==> config.mk <==
export PLATFORM = sky130hd
export DESIGN_NAME = core_fix
export DESIGN_NICKNAME = d
export VERILOG_FILES = /design/src/hw/core_fix_pkg.sv /design/src/hw/core_fix.sv
export SDC_FILE = /design/constraint.sdc
export NUM_CORES = 1
export LEC_CHECK = 0
export BUFFER_PORTS_ARGS = -buffer_cell sky130_fd_sc_hd__buf_2
export CORE_MARGIN = 4
export CORE_UTILIZATION = 45
export CTS_CLUSTER_DIAMETER = 120
export DETAILED_ROUTE_END_ITERATION = 7
export PLACE_DENSITY = 0.85
export SLEW_MARGIN = 20
export SYNTH_ARGS = -nofsm -noshare
export SYNTH_HDL_FRONTEND = slang
export SYNTH_SLANG_ARGS = --single-unit
==> constraint.sdc <==
create_clock -name ref_clk -period 1.8 [get_ports ref_clk]
set_input_delay 0.36 -clock ref_clk [delete_from_list [all_inputs] [get_ports ref_clk]]
set_output_delay 0.36 -clock ref_clk [all_outputs]
set_load 0.1 [all_outputs]
==> src/hw/core_fix_pkg.sv <==
// Constants and types shared by the core exception/low-power unit.
// Assumes one 100 MHz clock and a synchronous active-low reset.
//
// Overview of operation
// [RL1] Subtract sets carry when memory operand exceeds accumulator, else clears it.
// [RL2] Interrupt spacing is 19 cycles plus service routine body cycles.
// [RL3] Stop instruction clears the interrupt mask bit.
// [RL4] In stop mode an external interrupt request resumes the core.
// [RL5] Bit set and bit clear read whole byte, modify bit, write byte back.
// [RL6] Bit set and bit clear accept direct addressing only.
// [RL7] Write-only registers read undefined, so the written-back byte is undefined.
// [RL8] Software must not apply bit set or clear to write-only registers.
// [RL9] Wait instruction clears the interrupt mask bit on entering wait.
// [RL10] Wait mode resumes on external or any internal peripheral interrupt.
package core_fix_pkg;
  // ************************************************
  // Operations and modes
  // ************************************************
  typedef enum logic [2:0] {
    OP_NONE  = 3'b000,
    OP_SUB   = 3'b001,
    OP_BIT_SET = 3'b010,
    OP_BIT_CLR = 3'b011,
    OP_STOP    = 3'b100,
    OP_WAIT    = 3'b101,
    OP_RET_INT = 3'b110
  } op_t;

  typedef enum logic [1:0] {
    ADDR_DIRECT  = 2'b00,
    ADDR_INDEXED = 2'b01,
    ADDR_EXTEND  = 2'b10,
    ADDR_IMMED   = 2'b11
  } addr_mode_t;

  typedef enum logic [2:0] {
    ST_RUN    = 3'b000,
    ST_RMW_RD = 3'b001,
    ST_RMW_WR = 3'b010,
    ST_STOP   = 3'b011,
    ST_WAIT   = 3'b100
  } core_state_t;

  // ************************************************
  // Reset values and counts
  // ************************************************
  localparam logic       MASK_RESET       = 1'b1;
  localparam logic       CARRY_RESET      = 1'b0;
  localparam int         ISR_FIXED_CYCLES = 19;
  localparam logic [7:0] SPACING_RESET    = 8'h00;
  // Gap counter starts saturated so the first request after reset is never flagged
  localparam logic [7:0] GAP_RESET        = 8'hff;
endpackage

==> src/hw/core_fix.sv <==
// Exception, low-power and bit-manipulation unit of an 8-bit core.
// Assumes the sequencer issues one operation per op_valid pulse and waits on busy.
`timescale 1ns/100ps
module core_fix
#(
  parameter int ISR_BODY_CYCLES = 8
)(
  input  wire logic                     ref_clk,       // Core clock
  input  wire logic                     rstn,          // Sync reset, low
  input  wire logic                     op_valid,      // Operation strobe
  input  wire core_fix_pkg::op_t        op,            // Operation code
  input  wire core_fix_pkg::addr_mode_t addr_mode,     // Addressing mode
  input  wire logic [7:0]               acc,           // Accumulator
  input  wire logic [7:0]               mem_operand,   // Memory operand
  input  wire logic [2:0]               bit_sel,       // Bit number
  input  wire logic [7:0]               rd_data,       // Read data
  input  wire logic                     irq_pin,       // External request
  input  wire logic                     timer_irq,     // Timer interrupt
  input  wire logic                     async_irq,     // Serial async irq
  input  wire logic                     sync_irq,      // Serial sync irq
  output logic                          carry,         // Carry flag
  output logic                          int_mask,      // Interrupt mask
  output logic                          busy,          // Operation running
  output logic                          illegal_op,    // Bad addressing
  output logic                          rd_req,        // Byte read strobe
  output logic                          wr_req,        // Byte write strobe
  output logic [7:0]                    wr_data,       // Write data
  output logic                          stopped,       // In stop mode
  output logic                          waiting,       // In wait mode
  output logic                          irq_take       // Interrupt accepted
);
  import core_fix_pkg::*;

  // ************************************************
  // Pin synchroniser
  // ************************************************
  logic [2:0] irq_sync_q, irq_sync_d;
  logic       irq_lvl_q, irq_lvl_d;
  logic       irq_lvl;
  always_comb
  begin
    irq_sync_d = {irq_sync_q[1:0], irq_pin};
    // A change counts only once the two late stages agree; a glitch leaves the level alone
    irq_lvl_d  = (irq_sync_q[1] == irq_sync_q[2]) ? irq_sync_q[2] : irq_lvl_q;
  end
  always_ff @(posedge ref_clk)
  begin
    if (!rstn)
    begin
      irq_sync_q <= 3'h0;
      irq_lvl_q  <= 1'b0;
    end
    else
    begin
      irq_sync_q <= irq_sync_d;
      irq_lvl_q  <= irq_lvl_d;
    end
  end
  assign irq_lvl = irq_lvl_q;

  // ************************************************
  // Core state
  // ************************************************
  localparam logic [7:0] SPACING = 8'(ISR_FIXED_CYCLES + ISR_BODY_CYCLES);
  core_state_t st_q, st_d;
  logic       carry_q, carry_d, mask_q, mask_d, ill_q, ill_d;
  logic       rd_q, rd_d, wr_q, wr_d, take_q, take_d;
  logic [7:0] wdat_q, wdat_d, space_q, space_d;
  logic [2:0] bsel_q, bsel_d;
  logic       set_q, set_d;
  logic       busy_q, busy_d, stop_q, stop_d, wait_q, wait_d;
  logic       periph_irq;
  assign periph_irq = timer_irq | async_irq | sync_irq;

  always_comb
  begin
    st_d    = st_q;
    carry_d = carry_q;
    mask_d  = mask_q;
    ill_d   = 1'b0;
    rd_d    = 1'b0;
    wr_d    = 1'b0;
    take_d  = 1'b0;
    wdat_d  = wdat_q;
    bsel_d  = bsel_q;
    set_d   = set_q;
    space_d = (space_q != 8'h00) ? space_q - 8'h01 : space_q;
    case (st_q)
      ST_RUN:
      begin
        if (op_valid)
        begin
          case (op)
            // [RL1] Magnitude compare
            OP_SUB:  carry_d = (mem_operand > acc);
            OP_BIT_SET, OP_BIT_CLR:
            begin
              // [RL6] Direct only
              if (addr_mode != ADDR_DIRECT)
                ill_d = 1'b1;
              else
              begin
                st_d   = ST_RMW_RD;
                rd_d   = 1'b1;
                bsel_d = bit_sel;
                set_d  = (op == OP_BIT_SET);
              end
            end
            // [RL3] Stop clears mask
            OP_STOP:
            begin
              mask_d = 1'b0;
              st_d   = ST_STOP;
            end
            // [RL9] Wait clears mask
            OP_WAIT:
            begin
              mask_d = 1'b0;
              st_d   = ST_WAIT;
            end
            OP_RET_INT: mask_d = 1'b0;
            default: ;
          endcase
        end
        // [RL2] Spacing between taken requests
        else if (irq_lvl && !mask_q && space_q == 8'h00)
        begin
          take_d  = 1'b1;
          mask_d  = 1'b1;
          // Load one less: the cycle of the take itself counts toward the spacing
          space_d = SPACING - 8'h01;
        end
      end
      ST_RMW_RD:
        st_d = ST_RMW_WR;
      // [RL5] Whole byte written back; [RL7] unknown bits pass through
      ST_RMW_WR:
      begin
        wr_d   = 1'b1;
        wdat_d = set_q ? (rd_data | (8'h01 << bsel_q))
                       : (rd_data & ~(8'h01 << bsel_q));
        st_d   = ST_RUN;
      end
      // [RL4] External request ends stop
      ST_STOP:
        if (irq_lvl)
          st_d = ST_RUN;
      // [RL10] Any interrupt ends wait
      ST_WAIT:
        if (irq_lvl || periph_irq)
          st_d = ST_RUN;
      default:
        st_d = ST_RUN;
    endcase
    // Status outputs decoded ahead of the register so the pins come from flops
    busy_d = (st_d != ST_RUN);
    stop_d = (st_d == ST_STOP);
    wait_d = (st_d == ST_WAIT);
  end

  always_ff @(posedge ref_clk)
  begin
    if (!rstn)
    begin
      st_q    <= ST_RUN;
      carry_q <= CARRY_RESET;
      mask_q  <= MASK_RESET;
      ill_q   <= 1'b0;
      rd_q    <= 1'b0;
      wr_q    <= 1'b0;
      take_q  <= 1'b0;
      wdat_q  <= 8'h00;
      bsel_q  <= 3'h0;
      set_q   <= 1'b0;
      space_q <= SPACING_RESET;
      busy_q  <= 1'b0;
      stop_q  <= 1'b0;
      wait_q  <= 1'b0;
    end
    else
    begin
      st_q    <= st_d;
      carry_q <= carry_d;
      mask_q  <= mask_d;
      ill_q   <= ill_d;
      rd_q    <= rd_d;
      wr_q    <= wr_d;
      take_q  <= take_d;
      wdat_q  <= wdat_d;
      bsel_q  <= bsel_d;
      set_q   <= set_d;
      space_q <= space_d;
      busy_q  <= busy_d;
      stop_q  <= stop_d;
      wait_q  <= wait_d;
    end
  end

  assign carry      = carry_q;
  assign int_mask   = mask_q;
  assign busy       = busy_q;
  assign illegal_op = ill_q;
  assign rd_req     = rd_q;
  assign wr_req     = wr_q;
  assign wr_data    = wdat_q;
  assign stopped    = stop_q;
  assign waiting    = wait_q;
  assign irq_take   = take_q;

  // ************************************************
  // Checks
  // ************************************************
  chk_sub_carry: assert property (@(posedge ref_clk) disable iff (!rstn) // [RL1]
    (st_q == ST_RUN && op_valid && op == OP_SUB) |=> carry == $past(mem_operand > acc))
    else $error("carry wrong after subtract");
  // Cycles since the last accepted request, saturating; the spacing is too long to unroll
  logic [7:0] gap_q, gap_d;
  always_comb
  begin
    gap_d = gap_q;
    if (take_q)
      gap_d = 8'h01;
    else if (gap_q != 8'hff)
      gap_d = gap_q + 8'h01;
  end
  always_ff @(posedge ref_clk)
  begin
    if (!rstn)
      gap_q <= GAP_RESET;
    else
      gap_q <= gap_d;
  end
  chk_irq_spacing: assert property (@(posedge ref_clk) disable iff (!rstn) // [RL2]
    irq_take |-> gap_q >= SPACING)
    else $error("interrupts too close");
  chk_stop_mask: assert property (@(posedge ref_clk) disable iff (!rstn) // [RL3]
    (st_q == ST_RUN && op_valid && op == OP_STOP) |=> (!int_mask && stopped))
    else $error("stop did not clear mask");
  chk_stop_wake: assert property (@(posedge ref_clk) disable iff (!rstn) // [RL4]
    (stopped && irq_lvl) |=> !stopped)
    else $error("stop not released");
  chk_rmw_seq: assert property (@(posedge ref_clk) disable iff (!rstn) // [RL5]
    rd_req |=> ##1 wr_req)
    else $error("read not followed by write");
  chk_direct_only: assert property (@(posedge ref_clk) disable iff (!rstn) // [RL6]
    (st_q == ST_RUN && op_valid && (op == OP_BIT_SET || op == OP_BIT_CLR)
     && addr_mode != ADDR_DIRECT) |=> (illegal_op && !rd_req))
    else $error("non-direct bit op accepted");
  chk_rmw_bit: assert property (@(posedge ref_clk) disable iff (!rstn) // [RL7]
    wr_req |-> wr_data[bsel_q] == set_q)
    else $error("selected bit not written");
  chk_wait_mask: assert property (@(posedge ref_clk) disable iff (!rstn) // [RL9]
    (st_q == ST_RUN && op_valid && op == OP_WAIT) |=> (!int_mask && waiting))
    else $error("wait did not clear mask");
  chk_wait_wake: assert property (@(posedge ref_clk) disable iff (!rstn) // [RL10]
    (waiting && periph_irq) |=> !waiting)
    else $error("wait not released");
  cov_stop_wake: cover property (@(posedge ref_clk) stopped ##1 !stopped);
  cov_wait_wake: cover property (@(posedge ref_clk) waiting ##1 !waiting);
  cov_rmw: cover property (@(posedge ref_clk) wr_req);
  cov_take: cover property (@(posedge ref_clk) irq_take);
endmodule // core_fix

Word level (Yosys, flattened, before mapping)
Index checks and enable logic that the tools add are counted.

cells by class
  reductions and logical operators = 17
  add/sub/neg operators = 1
  magnitude comparators = 1
  multipliers = 0
  bitwise gates (word level) = 8
  divide/modulo/power cells = 0
  equality and inequality tests = 14
  multiplexer cells = 18
  shifts and indexed selects = 1

operator list
  cell                                                                    number
  8-bit two-way mux                                                       5
  3-bit by 2-bit equality test with 1-bit output (second input constant)  5
  3-bit equality test (second input constant)                             5
  3-bit two-way mux                                                       4
  3-bit one-hot mux with 4 select lines                                   1
  3-bit one-hot mux with 3 select lines                                   1
  8-bit bitwise AND                                                       1
  8-bit > comparator                                                      1
  8-bit zero test                                                         1
  8-bit inverter                                                          1
  8-bit OR                                                                1
  4-bit AND reduction                                                     2
  8-bit nonzero test                                                      1
  1-bit by 3-bit left shift with 8-bit output (first input constant)      1
  8-bit by 1-bit subtractor with 8-bit output (second input constant)     1
  1-bit two-way mux                                                       7
  3-bit by 1-bit equality test with 1-bit output (second input constant)  2
  3-bit AND reduction                                                     2
  3-bit OR reduction                                                      2
  2-bit nonzero test                                                      2
  3-bit zero test                                                         1
  1-bit inverter                                                          3
  3-bit nonzero test                                                      1
  1-bit logical AND                                                       2
  6 further kinds                                                         7

word-level totals
  flip-flop bits (word level) = 36
  ROM bits = 0
  memories kept = 0
  logic and storage cells = 76
  RAM bits = 0
  output and inout bits = 17
  bits in latches = 0

Longest topological paths before layout
  depth after elaboration = 6
  gate-level depth with buffers = 7
  depth with buffers taken out = 6

Least setup slack after synthesis
OpenSTA, ideal clock, no wires.

  path kind = in2reg
  start point = input op[2]
  end point = register set_q
  setup slack = -0.123 ns
  cell stages on the path = 7
  data arrival time = 1.853 ns
  data required time = 1.729 ns
  path through = inv_1 > ha_1 > or3b_2 > or2_1 > buf_2 > or4_1 > a21oi_1

between the ends
  cells in the longest elaborated chain, start to end = 3
  elaborated cells on any way between the ends = 4
  those cells by class = eq/ne: 2; reduce/logical: 2

RTL lines
  element                                                            RTL line                         RTL
  start: declaration                                                 core_fix.sv:11                   input wire core_fix_pkg::op_t op,
  3-bit by 2-bit equality test with 1-bit output (on tied branches)  core_fix.sv:93, core_fix.sv:106
  2-bit OR reduction                                                 core_fix.sv:93                   case (op)
  4-bit AND reduction (no line)                                      --
  end signal: assignment                                             core_fix.sv:191                  set_q <= set_d;
  end: declaration                                                   core_fix.sv:70                   logic set_q, set_d;

Parallel ways exist; a longest one is shown, timed or not.
A chain may end at the register's enable or synchronous reset.

Worst setup path after layout
  start point = register st_q[2]
  end point = register carry_q, in the netlist carry

between the ends
  cells in the longest elaborated chain, start to end = 2

RTL lines
  element                        RTL line         RTL
  start: declaration             core_fix.sv:65   core_state_t st_q, st_d;
  start signal: assignment       core_fix.sv:182  st_q <= st_d;
  3-bit zero test                core_fix.sv:88   case (st_q)
  3-bit AND reduction (no line)  --
  end signal: assignment         core_fix.sv:183  carry_q <= carry_d;
  end: declaration               core_fix.sv:66   logic carry_q, carry_d, mask_q, mask_d, ill_q, ill_d;

Every way passes these cells.

==> flow_summary.json <==
{
  "io_pins": 56,
  "ff_latch_area_um2": 721.9,
  "drt-initial-drc-count": 64,
  "vdd.ir_drop.worst_mv": 0.5377,
  "wl_per_cell_um": 12.31,
  "fin_skew_ps": 5.715,
  "finalPower_mw": 2.402,
  "max_stage_delay_ps": 550,
  "via_per_inst": 5.119,
  "rsz0062_at_grt": "yes",
  "worstPathArrival_ps": 1930,
  "fin_cells": 319,
  "grt_max_degree": 23,
  "htreeDepth": 2,
  "antenna_left": 0,
  "period_needed_ps": 1762,
  "placed_cell_area_um2": 2208,
  "drive_gt1_share_pct": 33.95,
  "die_w_um": 70.77,
  "start_kind": "flop",
  "synth-seq-area-share_pct": 40.65,
  "synth_edf_count": 0,
  "cts_inserted_buffers": 5,
  "p_leak_nw": 1.147,
  "cts.sinks": 36,
  "root_buffer": "clkbuf_8",
  "dp_hpwl_mm": 3.024,
  "tns_ps": 0,
  "grt_pass1_wl_mm": 6.561,
  "fmax_mhz": 567.4,
  "rows": 22,
  "grt_overflow": 0,
  "hold_viol": 0,
  "clk_path_buf_depth": 2,
  "die-area_um2": 5008,
  "die_h_um": 70.77,
  "multi_input_area_um2": 999.7,
  "status": "completed",
  "crit_buf_inv": 0,
  "port_buffers": 55,
  "gp_congestion": 0.8678,
  "final.period_utilization_pct": 97.92,
  "critPathTopFamily": "simple AND/OR/NAND/NOR gates",
  "drc": 0,
  "drt_first_pass_iters": 4,
  "start_util_pct": 47.36,
  "first_global_vias": 1579,
  "crit_path_end_kind": "flop",
  "syn_to_final_growth_pct": 31.69,
  "hold_path_class": "in2reg",
  "cts_tree": "built",
  "core_um2": 3744,
  "max-cap-violations": 0,
  "clkTransAtPathRegs_ps": 70,
  "crit_type": "reg2reg",
  "setup_violations": 0,
  "clk_latency_ps": 290,
  "syn_area_um2": 1773,
  "nNetsFinal": 321,
  "cts_hold_buf": 0,
  "crit_fanout": 3,
  "fillCellCount": 352,
  "syn_inst": 200,
  "critPathRequiredTime_ps": 1970,
  "drt_wl_total_mm": 3.928,
  "crit_slowest_cell": "or4b_4",
  "r2r_slack_ps": 40,
  "antenna_found_initial": 0,
  "synth_fp_nets": 251,
  "yosys_warnings": 0,
  "synth_seq_cells": 36,
  "design_area_um2": 2335,
  "num_vias": 1633,
  "powerDensity_nw_per_um2": 1029,
  "synth_flop_cell": "dfxtp_1",
  "max_slew.worst_pin.slew_ps": 489.4,
  "grt.total_usage_pct": 16.10,
  "async_flop_share_pct": 0,
  "synth_cell_types": 40,
  "dpl.cell_count": 311,
  "relSlewSlack_pct": 67.60,
  "antennaDiodeCount": 0,
  "drv_slew": 0,
  "crit_chain": "or4b_4, or4_4, a221oi_2, nor3_1",
  "avgSynthCellArea_um2": 8.865
}
## what timing repair did
item,CTS,global route
resized for setup,4,5
setup endpoints to repair,3,5
pin swaps,0,1
buffers inserted,0,0
## sequential cells by signal (all words and copies together) (netlist names)
| register | cells |
|---|---|
| busy | 1 |
| irq_sync_q | 3 |
| illegal_op | 1 |
| wr_data | 8 |
| waiting | 1 |
| st_q | 3 |
| space_q | 8 |
| bsel_q | 3 |
| stopped | 1 |
| set_q | 1 |
| rd_req | 1 |
| int_mask | 1 |
| carry | 1 |
| irq_lvl | 1 |
| wr_req | 1 |
| irq_take | 1 |
## layer usage
layer / share of wire [%] / track usage (%) / vias to the layer above / wire length [um]
met5: 0 / 0 / - / 0
met4: 1.7 / 6.472 / 0 / 65
met3: 5.3 / 4.545 / 6 / 208
met2: 50 / 28.42 / 38 / 1964
met1: 43 / 18.18 / 747 / 1690
li1: - / - / 842 / -
## cells in the mapped netlist, types with 2 or more instances
cell / count / share of area (%)
xnor2_1: 5 / 2.5
nor4b_1: 2 / 0.99
nand3_1: 4 / 1.1
or4_1: 3 / 1.3
nor2_1: 29 / 6.1
nor3_1: 6 / 1.7
ha_1: 12 / 8.5
or3b_2: 3 / 1.5
nor3b_1: 5 / 2.1
a211oi_1: 9 / 3.8
inv_1: 16 / 3.4
o21ai_0: 6 / 1.7
nand2_1: 9 / 1.9
and4b_1: 2 / 1.1
dfxtp_1: 36 / 41
nand3b_1: 3 / 1.3
mux2i_1: 12 / 6.8
clkbuf_1: 7 / 1.5
and2_1: 4 / 1.4
a21oi_1: 7 / 2.0
## path summary, 6_finish.rpt
path / start / to / cells past startpoint
max: st_q[2] / carry / 4
min: irq_pin / irq_sync_q[0] / 2
max reg2reg: st_q[2] / carry / 4
min reg2reg: irq_sync_q[0] / irq_sync_q[1] / 1
## report_power, final
part	switching (mW)	internal, mW
Clock	0.270	0.312
Combinational	0.412	0.436
Sequential	0.0803	0.893
Total	0.762	1.64
## metrics by stage
stage	utilization (%)	hold WS, ps	setup WS (ps)
2_1_floorplan	-	411.9	-16.27
3_3_place_gp	58.99	417.3	-131.9
3_5_place_dp	58.99	423.6	-214.5
4_1_cts	61.83	280.3	21.23
5_1_grt	62.37	289.4	-19.31
6_report	62.37	288.3	37.52
## cell families after synthesis
logic type,count (synthesis),synth area share [%]
simple gates,78,24.35
flops,36,40.65
compound gates,31,11.43
buf+inv,25,5.363
mux,12,6.775
fa+ha+maj,12,8.468
xor+xnor,6,2.964
## cells in the final DEF, fill, tap and decap left out, types with 2 or more instances in the layout
master    synthesis  final
mux2i_1          12     12
and4b_1           2      2
nand2_1           9      8
nor3_1            6      4
clkbuf_1          7      2
or4b_4            1      2
buf_4             0     17
or3b_2            3      2
nor4b_1           2      2
nor2_1           29     29
nor3_2            0      2
xnor2_1           5      5
or4_4             0      2
ha_1             12     12
inv_1            16     16
o21ai_0           6      6
nand3_1           4      4
dfxtp_1          36     35
and2_1            4      4
clkbuf_8          0      6
nand3b_1          3      3
buf_2             1     55
a211oi_1          9      9
a21oi_1           7      7
nor3b_1           5      4
## final cells by class
class / count / share of cell area (%)
multi-input combinational: 139 / 42.82
sequential: 36 / 30.92
timing repair buffer: 72 / 17.26
clock buffer: 8 / 3.859
inverter: 16 / 2.572
tap: 48 / 2.572
(Power assumes the default switching activity.)
